### src/design/key_edge_pkg.sv
package key_edge_pkg;

  // ==========================================================================
  // Register map (byte addresses, one word each)
  localparam logic [11:0] KEY_EDGE_ENABLE_OFFSET = 12'h000;
  localparam logic [11:0] KEY_BIT_SET_OFFSET     = 12'h004;
  localparam logic [11:0] KEY_BIT_CLEAR_OFFSET   = 12'h008;
  localparam logic [11:0] IRQ_STATUS_OFFSET      = 12'h00C;
  localparam logic [11:0] IRQ_MASK_OFFSET        = 12'h010;
  localparam logic [11:0] PIN_LEVEL_OFFSET       = 12'h014;

  // ==========================================================================
  // Widths and reset values
  localparam int          KEY_COUNT              = 8;
  localparam logic [7:0]  KEY_EDGE_ENABLE_RESET  = 8'h00;
  localparam logic [0:0]  IRQ_MASK_RESET         = 1'h0;
  localparam int          IRQ_STATUS_KEY_BIT     = 0;

  // ==========================================================================
  // Bus carrier types
  typedef struct packed {
    logic        psel;
    logic        penable;
    logic        pwrite;
    logic [11:0] paddr;
    logic [31:0] pwdata;
  } apb_req_type;

  typedef struct packed {
    logic        pready;
    logic        pslverr;
    logic [31:0] prdata;
  } apb_rsp_type;

endpackage

### src/design/key_edge_detect.sv
`timescale 1ns/1ps
// ==========================================================================
// Two-stage synchroniser per pin followed by a rising-edge detector
module key_edge_detect #(
  parameter int WIDTH = 8
) (
  input  wire logic             pclk,
  input  wire logic             presetn,
  input  wire logic [WIDTH-1:0] key_input_pins,
  output logic      [WIDTH-1:0] level_q,
  output logic      [WIDTH-1:0] rise_q
);

  logic [WIDTH-1:0] meta_q;
  logic [WIDTH-1:0] sync_q;

  // First stage feeds only the second stage to keep metastability contained
  always_ff @(posedge pclk or negedge presetn) begin
    if (!presetn) begin
      meta_q  <= '0;
      sync_q  <= '0;
      level_q <= '0;
      rise_q  <= '0;
    end else begin
      meta_q  <= key_input_pins;
      sync_q  <= meta_q;
      level_q <= sync_q;
      rise_q  <= sync_q & ~level_q;
    end
  end

endmodule

### src/design/key_edge_interrupt.sv
// Decided for this implementation: the APB slave port and the register addresses.
`timescale 1ns/1ps
// Contract
// - A rising edge on any enabled key pin raises the key interrupt request.
// - Enable bit n gates key pin n alone, so each pin is enabled independently.
// - Reset clears the key enable register to zero so no pin can interrupt.
// - The enable register takes whole-byte writes and single-bit set or clear writes.
// - Pins with a cleared enable bit take no part in detection and stay ordinary ports; the code still edge-detects them and masks them at the OR.
module key_edge_interrupt
  import key_edge_pkg::*;
#(
  parameter int KEYS = KEY_COUNT
) (
  input  wire logic            pclk,
  input  wire logic            presetn,
  input  wire logic            psel,
  input  wire logic            penable,
  input  wire logic            pwrite,
  input  wire logic [11:0]     paddr,
  input  wire logic [31:0]     pwdata,
  output logic      [31:0]     prdata,
  output logic                 pready,
  output logic                 pslverr,
  input  wire logic [KEYS-1:0] key_input_pins,
  output logic                 key_press_irq,
  output logic                 irq_q
);

  // ==========================================================================
  // State
  apb_req_type      req;
  logic [KEYS-1:0]  key_edge_enable_reg_q;
  logic [KEYS-1:0]  key_edge_enable_reg_d;
  logic             status_q;
  logic             status_d;
  logic             mask_q;
  logic             mask_d;
  logic [KEYS-1:0]  pin_level;
  logic [KEYS-1:0]  pin_rise;
  logic             key_hit;

  assign req = '{psel: psel, penable: penable, pwrite: pwrite, paddr: paddr, pwdata: pwdata};

  // ==========================================================================
  // Pin synchronisation and edge detection
  key_edge_detect #(
    .WIDTH(KEYS)
  ) u_detect (
    .pclk          (pclk),
    .presetn       (presetn),
    .key_input_pins(key_input_pins),
    .level_q       (pin_level),
    .rise_q        (pin_rise)
  );

  // Disabled pins are masked out before the OR; they remain free as ports
  assign key_hit = |(pin_rise & key_edge_enable_reg_q);

  // ==========================================================================
  // APB decode; zero wait states, so the access phase ends on its first edge
  logic wr_en;
  logic rd_en;
  logic hit_enable;
  logic hit_set;
  logic hit_clear;
  logic hit_status;
  logic hit_mask;
  logic hit_level;
  logic mapped;

  assign wr_en      = req.psel && req.penable && req.pwrite;
  assign rd_en      = req.psel && !req.penable && !req.pwrite;
  assign hit_enable = (req.paddr == KEY_EDGE_ENABLE_OFFSET);
  assign hit_set    = (req.paddr == KEY_BIT_SET_OFFSET);
  assign hit_clear  = (req.paddr == KEY_BIT_CLEAR_OFFSET);
  assign hit_status = (req.paddr == IRQ_STATUS_OFFSET);
  assign hit_mask   = (req.paddr == IRQ_MASK_OFFSET);
  assign hit_level  = (req.paddr == PIN_LEVEL_OFFSET);
  assign mapped     = hit_enable | hit_set | hit_clear | hit_status | hit_mask | hit_level;

  // Byte write replaces, set and clear ports touch only the ones written
  always_comb begin
    key_edge_enable_reg_d = key_edge_enable_reg_q;
    if (wr_en && hit_enable) begin
      key_edge_enable_reg_d = req.pwdata[KEYS-1:0];
    end else if (wr_en && hit_set) begin
      key_edge_enable_reg_d = key_edge_enable_reg_q | req.pwdata[KEYS-1:0];
    end else if (wr_en && hit_clear) begin
      key_edge_enable_reg_d = key_edge_enable_reg_q & ~req.pwdata[KEYS-1:0];
    end
  end

  // New edge wins over a write-one-to-clear in the same cycle
  assign status_d = key_hit | (status_q & ~(wr_en && hit_status && req.pwdata[IRQ_STATUS_KEY_BIT]));

  // Mask follows a write to its word; the flop itself loads every edge
  assign mask_d = (wr_en && hit_mask) ? req.pwdata[0] : mask_q;

  // Read data selected in setup, registered for the access phase
  logic [31:0] rdata_d;
  assign rdata_d = !rd_en      ? 32'h0000_0000 :
                   hit_enable  ? {{(32-KEYS){1'b0}}, key_edge_enable_reg_q} :
                   hit_status  ? {31'h0000_0000, status_q} :
                   hit_mask    ? {31'h0000_0000, mask_q} :
                   hit_level   ? {{(32-KEYS){1'b0}}, pin_level} :
                   32'h0000_0000;

  // ==========================================================================
  // Registers
  always_ff @(posedge pclk or negedge presetn) begin
    if (!presetn) begin
      key_edge_enable_reg_q <= KEYS'(KEY_EDGE_ENABLE_RESET);
      status_q              <= 1'b0;
      mask_q                <= IRQ_MASK_RESET;
      key_press_irq         <= 1'b0;
      irq_q                 <= 1'b0;
      prdata                <= 32'h0000_0000;
      pready                <= 1'b0;
      pslverr               <= 1'b0;
    end else begin
      key_edge_enable_reg_q <= key_edge_enable_reg_d;
      status_q              <= status_d;
      mask_q                <= mask_d;
      key_press_irq         <= key_hit;
      irq_q                 <= status_d & mask_q;
      prdata                <= rdata_d;
      pready                <= req.psel && !req.penable;
      pslverr               <= req.psel && !req.penable && !mapped;
    end
  end

  // ==========================================================================
  // Checks
  property p_rise_irq;
    @(posedge pclk) disable iff (!presetn)
      (|(pin_rise & key_edge_enable_reg_q)) |=> key_press_irq;
  endproperty
  a_rise_irq: assert property (p_rise_irq) else $error("enabled rise gave no request");

  property p_no_spurious;
    @(posedge pclk) disable iff (!presetn)
      key_press_irq |-> $past(|(pin_rise & key_edge_enable_reg_q));
  endproperty
  a_no_spurious: assert property (p_no_spurious) else $error("request without enabled rise");

  property p_pin_gating;
    @(posedge pclk) disable iff (!presetn)
      (key_edge_enable_reg_q == 8'h01 && pin_rise == 8'h02) |=> !key_press_irq;
  endproperty
  a_pin_gating: assert property (p_pin_gating) else $error("pin one fired under bit zero");

  property p_reset_clear;
    @(posedge pclk) $rose(presetn) |-> key_edge_enable_reg_q == 8'h00;
  endproperty
  a_reset_clear: assert property (p_reset_clear) else $error("enable not zero after reset");

  property p_byte_write;
    @(posedge pclk) disable iff (!presetn)
      (wr_en && hit_enable) |=> key_edge_enable_reg_q == $past(pwdata[7:0]);
  endproperty
  a_byte_write: assert property (p_byte_write) else $error("byte write lost");

  property p_bit_set;
    @(posedge pclk) disable iff (!presetn)
      (wr_en && hit_set) |=> (key_edge_enable_reg_q & $past(pwdata[7:0])) == $past(pwdata[7:0]);
  endproperty
  a_bit_set: assert property (p_bit_set) else $error("bit set failed");

  property p_bit_clear;
    @(posedge pclk) disable iff (!presetn)
      (wr_en && hit_clear) |=> (key_edge_enable_reg_q & $past(pwdata[7:0])) == 8'h00;
  endproperty
  a_bit_clear: assert property (p_bit_clear) else $error("bit clear failed");

  property p_pulse;
    @(posedge pclk) disable iff (!presetn)
      (key_press_irq && !(|(pin_rise & key_edge_enable_reg_q))) |=> !key_press_irq;
  endproperty
  a_pulse: assert property (p_pulse) else $error("request not one cycle");

  property p_sticky;
    @(posedge pclk) disable iff (!presetn)
      key_press_irq |-> status_q;
  endproperty
  a_sticky: assert property (p_sticky) else $error("status missed the request");

  // Sticky status, mask and the level output
  property p_status_set;
    @(posedge pclk) disable iff (!presetn)
      key_hit |=> status_q;
  endproperty
  a_status_set: assert property (p_status_set) else $error("status not set by enabled rise");

  property p_status_clear;
    @(posedge pclk) disable iff (!presetn)
      (wr_en && hit_status && pwdata[IRQ_STATUS_KEY_BIT] && !key_hit) |=> !status_q;
  endproperty
  a_status_clear: assert property (p_status_clear) else $error("status not cleared by write one");

  property p_status_hold;
    @(posedge pclk) disable iff (!presetn)
      (status_q && !(wr_en && hit_status)) |=> status_q;
  endproperty
  a_status_hold: assert property (p_status_hold) else $error("status dropped on its own");

  property p_irq_level;
    @(posedge pclk) disable iff (!presetn)
      1'b1 |=> irq_q == (status_q && $past(mask_q));
  endproperty
  a_irq_level: assert property (p_irq_level) else $error("level output not status and mask");

  property p_masked_quiet;
    @(posedge pclk) disable iff (!presetn)
      !mask_q |=> !irq_q;
  endproperty
  a_masked_quiet: assert property (p_masked_quiet) else $error("level output under a clear mask");

  property p_mask_write;
    @(posedge pclk) disable iff (!presetn)
      (wr_en && hit_mask) |=> mask_q == $past(pwdata[0]);
  endproperty
  a_mask_write: assert property (p_mask_write) else $error("mask write lost");

  property p_read_status;
    @(posedge pclk) disable iff (!presetn)
      (rd_en && hit_status) |=> prdata == {31'h0000_0000, $past(status_q)};
  endproperty
  a_read_status: assert property (p_read_status) else $error("status read wrong");

  // Bus answer timing and read data
  property p_ready_answer;
    @(posedge pclk) disable iff (!presetn)
      (psel && !penable) |=> pready;
  endproperty
  a_ready_answer: assert property (p_ready_answer) else $error("no ready after setup");

  property p_ready_pulse;
    @(posedge pclk) disable iff (!presetn)
      (pready && penable) |=> !pready;
  endproperty
  a_ready_pulse: assert property (p_ready_pulse) else $error("ready held past access");

  property p_err_unmapped;
    @(posedge pclk) disable iff (!presetn)
      (psel && !penable && !mapped) |=> pslverr && pready;
  endproperty
  a_err_unmapped: assert property (p_err_unmapped) else $error("no error for unmapped word");

  property p_err_with_ready;
    @(posedge pclk) disable iff (!presetn)
      pslverr |-> pready;
  endproperty
  a_err_with_ready: assert property (p_err_with_ready) else $error("error without ready");

  property p_read_enable;
    @(posedge pclk) disable iff (!presetn)
      (rd_en && hit_enable) |=> prdata == {{(32-KEYS){1'b0}}, $past(key_edge_enable_reg_q)};
  endproperty
  a_read_enable: assert property (p_read_enable) else $error("enable read wrong");

  property p_read_level;
    @(posedge pclk) disable iff (!presetn)
      (rd_en && hit_level) |=> prdata[KEYS-1:0] == $past(pin_level);
  endproperty
  a_read_level: assert property (p_read_level) else $error("pin level read wrong");

  // Enable register changes only through its three words
  property p_idle_no_write;
    @(posedge pclk) disable iff (!presetn)
      !wr_en |=> $stable(key_edge_enable_reg_q);
  endproperty
  a_idle_no_write: assert property (p_idle_no_write) else $error("enable moved without write");

  property p_unmapped_write;
    @(posedge pclk) disable iff (!presetn)
      (wr_en && !(hit_enable || hit_set || hit_clear)) |=> $stable(key_edge_enable_reg_q);
  endproperty
  a_unmapped_write: assert property (p_unmapped_write) else $error("foreign write moved enable");

  property p_bit_set_keep;
    @(posedge pclk) disable iff (!presetn)
      (wr_en && hit_set) |=> ((key_edge_enable_reg_q ^ $past(key_edge_enable_reg_q)) & ~$past(pwdata[7:0])) == 8'h00;
  endproperty
  a_bit_set_keep: assert property (p_bit_set_keep) else $error("bit set touched other bits");

  property p_bit_clear_keep;
    @(posedge pclk) disable iff (!presetn)
      (wr_en && hit_clear) |=> ((key_edge_enable_reg_q ^ $past(key_edge_enable_reg_q)) & ~$past(pwdata[7:0])) == 8'h00;
  endproperty
  a_bit_clear_keep: assert property (p_bit_clear_keep) else $error("bit clear touched other bits");

  // Reset state of the outputs and fully disabled pins
  property p_reset_outputs;
    @(posedge pclk) $rose(presetn) |-> !key_press_irq && !irq_q && !pready && !pslverr;
  endproperty
  a_reset_outputs: assert property (p_reset_outputs) else $error("outputs not idle after reset");

  property p_disabled_pins;
    @(posedge pclk) disable iff (!presetn)
      (key_edge_enable_reg_q == '0) |=> !key_press_irq;
  endproperty
  a_disabled_pins: assert property (p_disabled_pins) else $error("request with all pins disabled");

endmodule

### config.mk
export PLATFORM = sky130hd
export DESIGN_NAME = key_edge_interrupt
export DESIGN_NICKNAME = d
export VERILOG_FILES = /design/src/design/key_edge_pkg.sv /design/src/design/key_edge_detect.sv /design/src/design/key_edge_interrupt.sv
export SDC_FILE = /design/constraint.sdc
export NUM_CORES = 1
export LEC_CHECK = 0
export BUFFER_PORTS_ARGS = -buffer_cell sky130_fd_sc_hd__buf_2
export CAP_MARGIN = 40
export CORE_ASPECT_RATIO = 1.2
export CORE_MARGIN = 1.5
export CORE_UTILIZATION = 42
export DETAILED_ROUTE_END_ITERATION = 8
export GPL_ROUTABILITY_DRIVEN = 0
export PLACE_DENSITY_LB_ADDON = 0.08
export SLEW_MARGIN = 20
export SYNTH_ARGS = -nofsm -noshare
export SYNTH_HDL_FRONTEND = slang
export SYNTH_HIERARCHICAL = 1
export SYNTH_SLANG_ARGS = --single-unit
### constraint.sdc
create_clock -name pclk -period 1.1 [get_ports pclk]
set_clock_uncertainty 0.05 [all_clocks]
set_input_delay 0.055 -clock pclk [delete_from_list [all_inputs] [get_ports pclk]]
set_output_delay 0.055 -clock pclk [all_outputs]
set_load 0.1 [all_outputs]
==> impl_metrics.toml <==
[global_routing]
grt_max_degree = 55
grt_overflow = 0
grt_pass1_wl_mm = 7.16
grt_usage = 0.178
antenna_found_initial = 0
first_global_vias = 1518

[timing]
clock.fmax_ghz = 0.843
finalSetupViolations = 4
timing.final.crit_period_ns = 1.19
finalHoldViolCount = 1
fin_ws_ns = -0.0859
period_share = 1.08
rsz0062_at_grt = "true"
worst_pin_slew_ns = 0.542
timing.slew.headroom = 0.637
slew_violations = 0
timing.hold.ws_ns = -0.0186

[cts]
root_buffer = "clkbuf_8"
ctsHoldBuffers = 18
post_cts_buffers = 0
cts_tree = "yes"
clock_latency_ns = 0.30
clk_pin_slew_worst_paths_ns = 0.10
ctsLongestPathBuffers = 2
htreeDepth = 2
cts_buffers = 5
clock_sinks = 54

[floorplanning]
dieArea_um2 = 5610
pin_count = 93
dieHeight_um = 81.7
core_area_um2 = 4940
initial_core_util = 0.439
num_rows = 28
die_w_um = 68.6

[synthesis]
yosys-top-cells-area = "dfrtp_1 62%, buf_4 8.3%, a22oi_1 6.6%"
ys_warn_count = 6
synth.mux.area_fraction = 0.00519
syn_avg_cell_area_um2 = 12.7
synthXorXnorAreaFrac = 0
synthSimpleGateAreaFrac = 0.170
synth_top_flop_cell = "dfrtp_1"
synth_top_family_by_area = "simple AND/OR/NAND/NOR gates"
ys_ff_latch = 54
seq_area_frac_synth = 0.623
synthAdderAreaFrac = 0
synth_top_area_share = 0.623
yosysTopAreaCell = "dfrtp_1"
syn-cell-area_um2 = 2170
synth_edf_count = 0
ys_async_sr_fraction = 1.00
ys_types = 30
syn_inst = 171
synth_compound_area_frac = 0.104

[route]
dr.pass1.iters = 4
viasPerCell = 4.77
drtIter0Drc = 119
via_count = 1502
routed_wl_mm = 4.47
drc = 0
drtAntennaViolNets = 0
wl_per_cell_um = 14.2

[power]
ir_drop_uv = 804
p_leak_nw = 1.41
power.density_nw_per_um2 = 1320

[layout]
layout.nets = 311
syn_to_final_growth_pct = 38.9
final_area_um2 = 3010
layout-drive-gt1-share = 0.361
utilization = 0.610
fillers = 411
n_antenna_cell = 0

[hold_path]
worstHoldPathType = "in -> reg"
hold_start = "pwrite"

[placement]
dpl_cell_area_um2 = 2700
place_ws_ns = -0.380
port_buffers = 44
dp_hpwl_mm = 3.10

[setup_path]
worstSetupStartpointType = "register"
ff2ff_setup_slack_ns = -0.09
setup.worst_path.end_class = "register"
cp_max_fo = 3
critPathKind = "reg -> reg"
required_ns = 1.25
crit_start = "u_detect/rise_q[3]"
rr_startpoint = "u_detect/rise_q[3]"
arrival_ns = 1.34

[status]
status = "finished with violations"
violations = "hold timing, setup timing"

[run]
cap_violations = 0
-- kinds of logic (layout without fill, tap and decap cells) --
family,Yosys count,in the layout
AOI/OAI and AO/OA,34,34
DFF,54,54
and+or+nand+nor,50,50
buffers and inverters,31,92
muxes,1,1
other,1,24
-- layer usage --
| metal | track usage | vias up | share of wire |
|---|---|---|---|
| met5 | 0 | - | 0 |
| met4 | 0.0780 | 0 | 0.0065 |
| met3 | 0.0301 | 4 | 0.047 |
| met2 | 0.300 | 47 | 0.52 |
| met1 | 0.222 | 740 | 0.43 |
| li1 | - | 711 | - |
-- layout by cell type, fill, tap and decap left out, drive strengths merged, types with 3 or more instances in the layout --
cell type	n
clkbuf	6
nor2b	8
conb	24
a22oi	19
nand4	3
buf	64
nor4	3
o21ai	10
nor2	12
dfrtp	54
dlygate4sd3	18
nand2b	9
-- power breakdown --
part | total [mW] | leakage [nW] | internal [mW] | switching [mW]
registers | 2.09 | 0.636 | 2.05 | 0.0422
clock network | 1.15 | 0.0514 | 0.519 | 0.633
logic | 0.726 | 0.717 | 0.187 | 0.539
-- layout make-up --
cell class / count / area [um2] / share of cell area
Inverter: 2 / 7.51 / 0.00249
Clock buffer: 6 / 82.6 / 0.0274
Sequential cell: 54 / 1350 / 0.448
Multi-Input combinational cell: 109 / 733 / 0.243
Timing Repair Buffer: 82 / 747 / 0.248
Tap cell: 60 / 75.1 / 0.0249
Clock inverter: 2 / 17.5 / 0.00581
-- worst paths after layout --
path,end,cells after the start
setup / recovery,irq_q,3
hold / removal,prdata[0],3
setup reg to reg,irq_q,3
hold reg to reg,u_detect/sync_q[5],0
max in group asynchronous,u_detect/rise_q[4],3
min in group asynchronous,u_detect/rise_q[5],3
-- worst max-delay path: stages (launching register included) --
cell     delay (ns)
dfrtp_1        0.41
a22oi_2        0.19
nand4_1        0.19
a22o_1         0.25
-- timing repair --
item,CTS,global route
pin swaps,2,3
setup endpoints to repair,11,8
endpoints found under the hold margin,73,1
gates resized for setup,3,5
-- cells in the mapped netlist (all sizes together), types with 3 or more instances --
library cell   n
dfrtp         54
buf           26
a22oi         19
nor2          12
o21ai         10
nand2b         9
nor2b          8
clkbuf         3
nand4          3
nor4           3
-- stage by stage --
step	cells	hold WS, ns	total power, mW	setup TNS [ns]
after floorplan	194	-0.291	2.68	-1.22
after global placement	289	0.0190	2.79	-5.26
after detailed placement	289	0.0214	2.80	-5.54
after CTS	315	-0.0315	4.01	-0.260
after global routing	315	-0.0236	4.14	-0.744
final	315	-0.0186	3.97	-0.182
Note: power is estimated with default switching activity, not from simulation.
